File: src/common/rpc_cfg.svh
`ifndef RPC_CFG_SVH
`define RPC_CFG_SVH
// ----------------------------------------
// Timing
// ----------------------------------------
`define RPC_CLK_PERIOD_NS 100
`define RPC_OSC_STABLE_NS 10000
`define RPC_OSC_STABLE_CYC \
   ((`RPC_OSC_STABLE_NS + `RPC_CLK_PERIOD_NS - 1) / `RPC_CLK_PERIOD_NS)
// ----------------------------------------
// Register offsets
// ----------------------------------------
`define RPC_ADDR_CTRL 8'h00
`define RPC_ADDR_PORT7 8'h04
`define RPC_ADDR_GP_OUT 8'h08
`define RPC_ADDR_GP_DIR 8'h0C
`define RPC_ADDR_STATUS 8'h10
`define RPC_ADDR_INT_STAT 8'h14
`define RPC_ADDR_INT_MASK 8'h18
`define RPC_ADDR_TEST 8'h1C
// ----------------------------------------
// Fields and reset values
// ----------------------------------------
`define RPC_CTRL_FLOAT_EN 0
`define RPC_CTRL_SPD_EN 1
`define RPC_CTRL_TX_SEL 2
`define RPC_CTRL_RX_SEL 3
`define RPC_CTRL_EXT_EN 4
`define RPC_CTRL_RST 5'h00
`define RPC_GP_RST 4'h0
`define RPC_TEST_DRV_LSB 4
`define RPC_TEST_IN_LSB 8
`define RPC_EVT_EXT 0
`define RPC_EVT_FLT 1
`define RPC_EVT_RDY 2
`define RPC_PIN_TX 0
`define RPC_PIN_RX 1
`define RPC_PIN_EXT 2
`define RPC_PIN_FLT 3
`define RPC_SPI_MISO 2
`define RPC_HSEL_SPI 2'h2
`endif

File: src/common/rpc_pkg.sv
package rpc_pkg;
   typedef enum logic [1:0] {
      ST_RUN = 2'b00,
      ST_PWRDN = 2'b01,
      ST_RSTWAIT = 2'b10,
      ST_SOFTPD = 2'b11
   } rpc_state_e;
   typedef logic [3:0] rpc_nib_t;
endpackage

File: src/common/rpc_regs_if.sv
`timescale 1ns/1ps
`default_nettype none
interface rpc_regs_if;
   import rpc_pkg::*;
   logic [4:0] ctrl;
   logic port7_irq;
   rpc_nib_t gp_out;
   rpc_nib_t gp_dir;
   rpc_nib_t test_out;
   rpc_nib_t test_drv;
   logic [2:0] evt;
   logic [15:0] status;
   rpc_nib_t test_in;
   logic test_en;
   logic core_rst;
   modport regs(output ctrl, port7_irq, gp_out, gp_dir, test_out, test_drv,
                input evt, status, test_in, test_en, core_rst);
   modport core(input ctrl, port7_irq, gp_out, gp_dir, test_out, test_drv,
                output evt, status, test_in, test_en, core_rst);
endinterface
`default_nettype wire

File: src/hdl/rpc_sync3.sv
`timescale 1ns/1ps
`default_nettype none
module rpc_sync3 #(
   parameter int W = 4
) (
   input wire logic ref_clk_i,
   input wire logic srst_i,
   input wire logic [W-1:0] d_i,
   output logic [W-1:0] q_o
);
   import rpc_pkg::*;
   logic [W-1:0] s1, s2, s3, next_q;
   // Accept a bit once the second and third stages agree
   always_comb begin
      for (int i = 0; i < W; i++) begin
         next_q[i] = (s2[i] == s3[i]) ? s3[i] : q_o[i];
      end
   end
   always_ff @(posedge ref_clk_i) begin
      if (srst_i) begin
         s1 <= '0;
         s2 <= '0;
         s3 <= '0;
         q_o <= '0;
      end else begin
         s1 <= d_i;
         s2 <= s1;
         s3 <= s2;
         q_o <= next_q;
      end
   end
endmodule // rpc_sync3
`default_nettype wire

File: src/hdl/rpc_apb_regs.sv
`timescale 1ns/1ps
`default_nettype none
`include "rpc_cfg.svh"
module rpc_apb_regs
   import rpc_pkg::*;
(
   input wire logic ref_clk_i,
   input wire logic srst_i,
   input wire logic psel_i,
   input wire logic penable_i,
   input wire logic pwrite_i,
   input wire logic [7:0] paddr_i,
   input wire logic [31:0] pwdata_i,
   output logic [31:0] prdata_o,
   output logic pready_o,
   output logic pslverr_o,
   output logic intr_o,
   rpc_regs_if.regs rf
);
   logic [4:0] ctrl, next_ctrl;
   logic port7, next_port7;
   rpc_nib_t gout, gdir, tout, tdrv, next_gout, next_gdir, next_tout, next_tdrv;
   logic [2:0] istat, imask, next_istat, next_imask;
   logic [31:0] next_prdata, rd;
   logic next_pready, next_err, next_intr, wr, hit;

   assign rf.ctrl = ctrl;
   assign rf.port7_irq = port7;
   assign rf.gp_out = gout;
   assign rf.gp_dir = gdir;
   assign rf.test_out = tout;
   assign rf.test_drv = tdrv;

   // APB decode, write effects, sticky events and read mux
   always_comb begin
      hit = (paddr_i[1:0] == 2'h0) && (paddr_i[7:5] == 3'h0);
      wr = psel_i && penable_i && pready_o && pwrite_i && hit;
      next_pready = psel_i && penable_i && !pready_o;
      next_err = next_pready && !hit;
      next_ctrl = ctrl;
      next_port7 = port7;
      next_gout = gout;
      next_gdir = gdir;
      next_tout = tout;
      next_tdrv = tdrv;
      next_imask = imask;
      next_istat = istat;
      if (wr) begin
         unique case (paddr_i)
            `RPC_ADDR_CTRL: next_ctrl = pwdata_i[4:0];
            `RPC_ADDR_PORT7: next_port7 = pwdata_i[0]; // [RULE4]
            `RPC_ADDR_GP_OUT: next_gout = pwdata_i[3:0];
            `RPC_ADDR_GP_DIR: next_gdir = pwdata_i[3:0];
            `RPC_ADDR_INT_STAT: next_istat = istat & ~pwdata_i[2:0];
            `RPC_ADDR_INT_MASK: next_imask = pwdata_i[2:0];
            `RPC_ADDR_TEST: begin
               next_tout = pwdata_i[3:0];
               next_tdrv = pwdata_i[`RPC_TEST_DRV_LSB+:4];
            end
            default: ;
         endcase
      end
      next_istat = next_istat | rf.evt; // Set wins over clear
      if (!rf.test_en) begin
         next_tout = '0; // [RULE11]
         next_tdrv = '0; // [RULE11]
      end
      next_intr = |(next_istat & next_imask);
      unique case (paddr_i)
         `RPC_ADDR_CTRL: rd = {27'h0, ctrl};
         `RPC_ADDR_PORT7: rd = {31'h0, port7};
         `RPC_ADDR_GP_OUT: rd = {28'h0, gout};
         `RPC_ADDR_GP_DIR: rd = {28'h0, gdir};
         `RPC_ADDR_STATUS: rd = {16'h0, rf.status};
         `RPC_ADDR_INT_STAT: rd = {29'h0, istat};
         `RPC_ADDR_INT_MASK: rd = {29'h0, imask};
         `RPC_ADDR_TEST: rd = {20'h0, rf.test_in, tdrv, tout};
         default: rd = 32'h0000_0000;
      endcase
      next_prdata = next_pready ? rd : prdata_o;
   end

   // Bus answer runs on the system reset only; the rest also on reset phase
   always_ff @(posedge ref_clk_i) begin
      if (srst_i) begin
         pready_o <= 1'b0;
         pslverr_o <= 1'b0;
         prdata_o <= 32'h0000_0000;
      end else begin
         pready_o <= next_pready;
         pslverr_o <= next_err;
         prdata_o <= next_prdata;
      end
      if (srst_i || rf.core_rst) begin
         ctrl <= `RPC_CTRL_RST;
         port7 <= 1'b0;
         gout <= `RPC_GP_RST;
         gdir <= `RPC_GP_RST;
         tout <= '0;
         tdrv <= '0;
         istat <= 3'h0;
         imask <= 3'h0;
         intr_o <= 1'b0;
      end else begin
         ctrl <= next_ctrl;
         port7 <= next_port7;
         gout <= next_gout;
         gdir <= next_gdir;
         tout <= next_tout;
         tdrv <= next_tdrv;
         istat <= next_istat;
         imask <= next_imask;
         intr_o <= next_intr;
      end
   end
endmodule // rpc_apb_regs
`default_nettype wire

File: src/hdl/rpc_pin_ctrl.sv
// What this block does
// RULE1: Pin high stops current sources and oscillator, isolates input pads.
// RULE2: Rising edge of reset/power-down pin starts the internal reset phase.
// RULE3: Reset indicator output stays low throughout the reset state.
// RULE4: Host interrupt output follows bit 0 of internal port 7.
// RULE5: Float pin places selected host interface outputs in high impedance.
// RULE6: Float pin enters power-down keeping internal state, no reset.
// RULE7: External interrupt pin is GPIO or controller interrupt source.
// RULE8: Setting picks GPIO or secondary serial transmit on first aux pin.
// RULE9: Setting picks GPIO or secondary serial receive on second aux pin.
// RULE10: Test mode turns host SPI pins into bidirectional test signals.
// RULE11: Test enable high allows test mode; low clears and blocks it.
// RULE12: Two select lines choose the host interface; board holds them.
// RULE13: Reset held until oscillator stable, then released, indicator high.
// RULE14: During power-down, host interrupt and interface outputs stay inactive.
`timescale 1ns/1ps
`default_nettype none
`include "rpc_cfg.svh"
module rpc_pin_ctrl
   import rpc_pkg::*;
(
   input wire logic ref_clk_i,
   input wire logic srst_i,
   input wire logic psel_i,
   input wire logic penable_i,
   input wire logic pwrite_i,
   input wire logic [7:0] paddr_i,
   input wire logic [31:0] pwdata_i,
   output logic [31:0] prdata_o,
   output logic pready_o,
   output logic pslverr_o,
   output logic intr_o,
   input wire logic reset_powerdown_in_i,
   input wire logic test_mode_enable_in_i,
   input wire logic host_select_line_a_i,
   input wire logic host_select_line_b_i,
   output logic reset_indicator_out_o,
   output logic core_reset_o,
   output logic osc_enable_o,
   output logic current_src_en_o,
   output logic pad_isolate_o,
   output logic host_irq_o,
   output logic host_drive_en_o,
   output logic [1:0] host_sel_o,
   input wire logic [3:0] spi_pin_in_i,
   output logic [3:0] spi_pin_out_o,
   output logic [3:0] spi_pin_oe_n_o,
   output logic [3:0] spi_core_in_o,
   input wire logic spi_core_miso_i,
   input wire logic [3:0] gp_pin_in_i,
   output logic [3:0] gp_pin_out_o,
   output logic [3:0] gp_pin_oe_n_o,
   input wire logic aux_uart_tx_i,
   output logic aux_uart_rx_o
);
   localparam logic [11:0] STABLE_LAST = 12'(`RPC_OSC_STABLE_CYC - 1);

   rpc_regs_if rf();
   rpc_state_e state, next_state;
   logic [11:0] cnt, next_cnt;
   logic [3:0] ctl_q, gp_q, spi_q, gp_in;
   logic pd, tst, ext_prev, flt_prev, rst_d, flt_act, float_req, spd_req, drive_ok;
   logic [1:0] sel;
   logic next_rst_ind, next_core_rst, next_osc, next_cur, next_iso, next_irq;
   logic next_drv, next_rx;
   logic [1:0] next_hsel;
   logic [3:0] next_spi_out, next_spi_oe_n, next_spi_core, next_gp_out, next_gp_oe_n;

   // ----------------------------------------
   // Input synchronisers and register file
   // ----------------------------------------
   rpc_sync3 #(.W(4)) u_sync_ctl (
      .ref_clk_i(ref_clk_i),
      .srst_i(srst_i),
      .d_i({host_select_line_b_i, host_select_line_a_i, test_mode_enable_in_i,
            reset_powerdown_in_i}),
      .q_o(ctl_q)
   );
   rpc_sync3 #(.W(8)) u_sync_io (
      .ref_clk_i(ref_clk_i),
      .srst_i(srst_i),
      .d_i({spi_pin_in_i, gp_pin_in_i}),
      .q_o({spi_q, gp_q})
   );
   rpc_apb_regs u_regs (
      .ref_clk_i(ref_clk_i),
      .srst_i(srst_i),
      .psel_i(psel_i),
      .penable_i(penable_i),
      .pwrite_i(pwrite_i),
      .paddr_i(paddr_i),
      .pwdata_i(pwdata_i),
      .prdata_o(prdata_o),
      .pready_o(pready_o),
      .pslverr_o(pslverr_o),
      .intr_o(intr_o),
      .rf(rf.regs)
   );

   assign pd = ctl_q[0];
   assign tst = ctl_q[1];
   assign sel = ctl_q[3:2];
   assign gp_in = (state == ST_PWRDN) ? 4'h0 : gp_q; // [RULE1]
   assign flt_act = !gp_in[`RPC_PIN_FLT] && !rf.gp_dir[`RPC_PIN_FLT];
   assign float_req = rf.ctrl[`RPC_CTRL_FLOAT_EN] && flt_act;
   assign spd_req = rf.ctrl[`RPC_CTRL_SPD_EN] && flt_act;
   assign rf.test_en = tst;
   assign rf.core_rst = core_reset_o;
   assign rf.test_in = (tst && state == ST_RUN) ? spi_q : 4'h0; // [RULE10]
   assign rf.status = {2'h0, gp_in, 2'h0, host_sel_o, state, tst, pd, 2'h0};
   // Controller events: external interrupt fall, float pin assertion, reset done
   assign rf.evt[`RPC_EVT_EXT] = rf.ctrl[`RPC_CTRL_EXT_EN] && ext_prev
      && !gp_in[`RPC_PIN_EXT] && state == ST_RUN; // [RULE7]
   assign rf.evt[`RPC_EVT_FLT] = flt_act && !flt_prev && state == ST_RUN;
   assign rf.evt[`RPC_EVT_RDY] = rst_d && state == ST_RUN;

   // ----------------------------------------
   // Power and reset sequencer
   // ----------------------------------------
   always_comb begin
      next_state = state;
      next_cnt = 12'h000;
      unique case (state)
         ST_RUN: begin
            if (pd) begin
               next_state = ST_PWRDN; // [RULE2]
            end else if (spd_req) begin
               next_state = ST_SOFTPD; // [RULE6]
            end
         end
         ST_PWRDN: begin
            if (!pd) begin
               next_state = ST_RSTWAIT;
            end
         end
         ST_RSTWAIT: begin
            if (pd) begin
               next_state = ST_PWRDN;
            end else if (cnt == STABLE_LAST) begin
               next_state = ST_RUN; // [RULE13]
            end else begin
               next_cnt = cnt + 12'h001;
            end
         end
         ST_SOFTPD: begin
            if (pd) begin
               next_state = ST_PWRDN; // [RULE2]
            end else if (!spd_req) begin
               next_state = ST_RUN;
            end
         end
      endcase
      next_hsel = (state == ST_RSTWAIT && next_state == ST_RUN) ? sel : host_sel_o; // [RULE12]
   end

   // ----------------------------------------
   // Pin outputs, computed from the next state
   // ----------------------------------------
   always_comb begin
      next_osc = next_state inside {ST_RUN, ST_RSTWAIT}; // [RULE1] [RULE6]
      next_cur = next_osc; // [RULE1]
      next_iso = next_state == ST_PWRDN; // [RULE1]
      next_core_rst = next_state inside {ST_PWRDN, ST_RSTWAIT}; // [RULE2]
      next_rst_ind = !next_core_rst; // [RULE3] [RULE13]
      next_irq = next_state == ST_RUN && rf.port7_irq; // [RULE4] [RULE14]
      drive_ok = next_state == ST_RUN && !float_req && !tst; // [RULE5] [RULE14]
      next_drv = drive_ok;
      next_spi_out = 4'h0;
      next_spi_oe_n = 4'hF;
      next_spi_core = (tst || next_state != ST_RUN) ? 4'h0 : spi_q;
      if (tst && next_state == ST_RUN) begin
         next_spi_out = rf.test_out; // [RULE10]
         next_spi_oe_n = ~rf.test_drv; // [RULE10]
      end else begin
         next_spi_out[`RPC_SPI_MISO] = spi_core_miso_i;
         next_spi_oe_n[`RPC_SPI_MISO] = !(drive_ok && host_sel_o == `RPC_HSEL_SPI); // [RULE5]
      end
      next_gp_out = 4'h0;
      next_gp_oe_n = 4'hF;
      next_rx = 1'b1;
      if (next_state != ST_PWRDN) begin
         next_gp_out = rf.gp_out; // [RULE7]
         next_gp_oe_n = ~rf.gp_dir;
         if (rf.ctrl[`RPC_CTRL_TX_SEL]) begin
            next_gp_out[`RPC_PIN_TX] = aux_uart_tx_i; // [RULE8]
            next_gp_oe_n[`RPC_PIN_TX] = 1'b0;
         end
         if (rf.ctrl[`RPC_CTRL_RX_SEL]) begin
            next_gp_oe_n[`RPC_PIN_RX] = 1'b1; // [RULE9]
            next_rx = gp_in[`RPC_PIN_RX];
         end
      end
   end

   // Register state and every output except the APB answer and intr_o
   always_ff @(posedge ref_clk_i) begin
      if (srst_i) begin
         state <= ST_RSTWAIT;
         cnt <= 12'h000;
         ext_prev <= 1'b1;
         flt_prev <= 1'b0;
         rst_d <= 1'b1;
         reset_indicator_out_o <= 1'b0;
         core_reset_o <= 1'b1;
         osc_enable_o <= 1'b1;
         current_src_en_o <= 1'b1;
         pad_isolate_o <= 1'b0;
         host_irq_o <= 1'b0;
         host_drive_en_o <= 1'b0;
         host_sel_o <= 2'h0;
         spi_pin_out_o <= 4'h0;
         spi_pin_oe_n_o <= 4'hF;
         spi_core_in_o <= 4'h0;
         gp_pin_out_o <= 4'h0;
         gp_pin_oe_n_o <= 4'hF;
         aux_uart_rx_o <= 1'b1;
      end else begin
         state <= next_state;
         cnt <= next_cnt;
         ext_prev <= gp_in[`RPC_PIN_EXT];
         flt_prev <= flt_act;
         rst_d <= core_reset_o;
         reset_indicator_out_o <= next_rst_ind;
         core_reset_o <= next_core_rst;
         osc_enable_o <= next_osc;
         current_src_en_o <= next_cur;
         pad_isolate_o <= next_iso;
         host_irq_o <= next_irq;
         host_drive_en_o <= next_drv;
         host_sel_o <= next_hsel;
         spi_pin_out_o <= next_spi_out;
         spi_pin_oe_n_o <= next_spi_oe_n;
         spi_core_in_o <= next_spi_core;
         gp_pin_out_o <= next_gp_out;
         gp_pin_oe_n_o <= next_gp_oe_n;
         aux_uart_rx_o <= next_rx;
      end
   end
endmodule // rpc_pin_ctrl
`default_nettype wire

File: config.mk
export PLATFORM = sky130hd
export DESIGN_NAME = rpc_pin_ctrl
export DESIGN_NICKNAME = d
export VERILOG_FILES = /design/src/common/rpc_pkg.sv /design/src/common/rpc_regs_if.sv /design/src/hdl/rpc_sync3.sv /design/src/hdl/rpc_apb_regs.sv /design/src/hdl/rpc_pin_ctrl.sv
export VERILOG_INCLUDE_DIRS = /design/src /design/src/common
export SDC_FILE = /design/constraint.sdc
export NUM_CORES = 1
export LEC_CHECK = 0
export BUFFER_PORTS_ARGS = -buffer_cell sky130_fd_sc_hd__buf_2
export CAP_MARGIN = 20
export CORE_MARGIN = 1.5
export CORE_UTILIZATION = 50
export CTS_CLUSTER_DIAMETER = 100
export DETAILED_ROUTE_END_ITERATION = 8
export PLACE_DENSITY = 0.75
export SLEW_MARGIN = 0
export SYNTH_ARGS = -nofsm -noshare
export SYNTH_HDL_FRONTEND = slang
export SYNTH_SLANG_ARGS = --single-unit
File: constraint.sdc
create_clock -name ref_clk_i -period 3 [get_ports ref_clk_i]
set_input_delay 0.3 -clock ref_clk_i [delete_from_list [all_inputs] [get_ports ref_clk_i]]
set_output_delay 0.3 -clock ref_clk_i [all_outputs]
set_load 0.01 [all_outputs]
==> flow_summary.json <==
{
  "nNetsFinal": 669,
  "hold_viol_final": 0,
  "clk_latency_ns": 0.52,
  "clk_pin_slew_ns": 0.07,
  "cp-end-kind": "register",
  "worst_hold_slack_ns": 0.00754,
  "synthFlopType": "dfxtp_1",
  "wl_per_cell_um": 14.7,
  "cp_data_required_time_ns": 3.39,
  "grt.total_usage_pct": 20.9,
  "grt_use_met2_pct": 36.4,
  "overflow": 0,
  "diodes": 0,
  "grt_first_pass_wirelength_um": 17900,
  "cts_buffers": 17,
  "crit_arrival_ns": 3.00,
  "crit_fanout": 4,
  "drc": 0,
  "hold_depth": 2,
  "met3_usage_pct": 5.51,
  "cts_buffer_depth": 2,
  "synth_top_cell_by_area": "dfxtp_1",
  "worst_pin_slew_ns": 0.690,
  "synth_edf_count": 0,
  "core_area_um2": 9860,
  "gp_congestion": 0.925,
  "root_buffer": "clkbuf_8",
  "busiest_layer": "met2",
  "rows": 36,
  "finalSetupTns_ns": 0,
  "synth_area_leaders": "dfxtp_1 (54%), mux2i_1 (6.3%), nor2b_1 (4.6%), nor2_1 (4.3%), buf_4 (2.8%)",
  "maxSlewHeadroom_pct": 53.6,
  "firstDrtPassIters": 6,
  "design_area_um2": 6230,
  "min_period_over_period_pct": 87.2,
  "outcome": "completed",
  "final_util_pct": 63.1,
  "wl_um": 11000,
  "grt_pass1_vias": 3719,
  "hold_class": "in2reg",
  "cap_violations": 0,
  "antenna_found_initial": 0,
  "dpl_cell_area_um2": 5550,
  "hpwl_um": 7640,
  "postSynthCellCount": 514,
  "ant_nets": 0,
  "cts_tree": "built",
  "cts_max_level": 4,
  "start_util_pct": 51.8,
  "p_leak_nw": 2.60,
  "vias_per_cell": 5.08,
  "synth_cell_type_count": 55,
  "vias": 3818,
  "grt_max_degree": 53,
  "layout-area-overhead-vs-synth_pct": 21.8,
  "dieArea_um2": 10800,
  "fill_cells": 808,
  "setup_viol": 0,
  "drt_iter0_markers": 140,
  "final_layout_size_suffix_gt1_share_pct": 21.2,
  "use_met1_pct": 24.8,
  "vdd_ir_drop_max_uv": 434,
  "clkSinkCount": 139,
  "ff2ff_path_depth": 8,
  "rsz0062_at_grt": "false",
  "ys.warnings.count": 0,
  "portBuffers": 81,
  "critPathKind": "reg2reg",
  "yosysSeqAreaShare_pct": 54.4,
  "max_freq_ghz": 0.382,
  "io_pins": 124,
  "async_flop_share_pct": 0,
  "fin_skew_ns": 0.00827,
  "start_kind": "register",
  "maxSlewViolCount": 0,
  "ys_ff_latch": 139,
  "synth_area_per_cell_um2": 9.95,
  "cts_setup_buffers": 0,
  "fp.dieW_um": 104,
  "syn_area_um2": 5110,
  "powerDensity_nw_per_um2": 649,
  "yosys.area.top_type_share_pct": 54.4,
  "die_y_um": 104,
  "period_needed_ns": 2.62
}
timing repair:
item / 4_1_cts / 5_1_grt
hold endpoints to repair: 10 / 0
gates resized for setup: 0 / 0
hold buffers: 10 / 0
layout by cell type, fill, tap and decap left out, types with 12 or more instances in the layout:
| cell type | instances |
|---|---|
| buf_2 | 81 |
| nand2_1 | 34 |
| clkbuf_16 | 16 |
| a21oi_1 | 24 |
| a22oi_1 | 12 |
| and2_1 | 12 |
| dfxtp_1 | 139 |
| o21ai_0 | 15 |
| nor2_1 | 58 |
| inv_1 | 14 |
| mux2i_1 | 32 |
| nor2b_1 | 38 |
| conb_1 | 18 |
synth_stat cells (all sizes together), types with 2 or more instances:
library cell and number:
o211ai 2, and2 12, nor2b 38, dfxtp 139, mux2 3, nand4 4, inv 14, xnor2 6
mux2i 32, nand2b 4, o21ai 15, and3 8, ha 4, a22oi 12, xor2 4, o221ai 3
or3 3, nand2 34, nor3 4, nand3b 8, a41oi 2, buf 25, a21oi 24, nor4 5
nand3 8, nor3b 2, clkbuf 17, or2 2, and3b 2, nor2 58, or4 4
sequential cells by signal, indices dropped and copies added, names as in the netlist, 3 cells and up:
signal              count
spi_pin_out_o           4
u_sync_io.s1            8
u_regs.rf.gp_out        4
u_sync_ctl.q_o          4
u_regs.prdata_o        14
u_sync_io.q_o           8
u_sync_ctl.s2           4
u_regs.istat            3
gp_pin_out_o            4
u_regs.imask            3
gp_pin_oe_n_o           4
u_sync_io.s3            8
u_regs.rf.ctrl          5
u_regs.rf.test_out      4
spi_pin_oe_n_o          4
spi_core_in_o           4
u_regs.rf.test_drv      4
u_sync_io.s2            8
u_sync_ctl.s1           4
cnt                    12
u_sync_ctl.s3           4
u_regs.rf.gp_dir        4
power breakdown:
group / internal (W) / switching [W] / leakage (nW)
Combinational: 0.0000540 / 0.0000819 / 1.19
Sequential: 0.00187 / 0.0000115 / 1.13
Clock: 0.00116 / 0.000862 / 0.281
Total: 0.00308 / 0.000956 / 2.60
worst max-delay path, cell delays in order, from the launching register on:
cell,delay (ns)
dfxtp_1,0.33
or4_1,0.50
nor3_1,0.29
a21oi_1,0.11
o211ai_1,0.36
ha_1,0.25
nor3b_1,0.25
a21boi_0,0.28
a32oi_1,0.13
cell type report:
class	instances	area, µm²	area share [%]
clock buffer	18	428	6.87
multi-input combinational	336	2090	33.5
inverter	14	52.6	0.844
clock inverter	14	151	2.43
timing repair buffer	98	558	8.96
tap	133	166	2.67
sequential	139	2780	44.7
metal layers:
metal	wire (µm)	vias to the layer above
met5	0	-
met4	182	0
met3	515	14
met2	5430	110
met1	4890	1799
li1	-	1895
kinds of logic after synthesis:
group / after synthesis / synth area share [%]
AO/OA/AOI/OAI: 68 / 8.39
XOR/XNOR: 10 / 1.71
adder cells (fa/ha/maj): 4 / 0.979
buffers and inverters: 56 / 5.97
flip-flops: 139 / 54.4
multiplexers: 36 / 7.36
other: 1 / 0.0733
AND/OR/NAND/NOR: 200 / 21.1
per-stage QoR:
| stage | cells | setup WS, ns | power (W) |
|---|---|---|---|
| after CTS | 752 | 0.381 | 0.00406 |
| final | 752 | 0.385 | 0.00404 |
| after detailed placement | 710 | 0.447 | 0.00205 |
| after global routing | 752 | 0.153 | 0.00416 |
| after floorplan | 531 | 0.580 | 0.00202 |
| after global placement | 710 | 0.509 | 0.00205 |
worst paths after layout:
check                 endpoint             startpoint  slack, ns
max          spi_pin_oe_n_o[2]                 cnt[8]       0.38
min            u_sync_io.s1[5]        spi_pin_in_i[1]      0.008
max reg2reg  spi_pin_oe_n_o[2]                 cnt[8]       0.38
min reg2reg  spi_pin_oe_n_o[0]  u_regs.rf.test_drv[0]       0.41
Power figures use the tool's default switching activity.
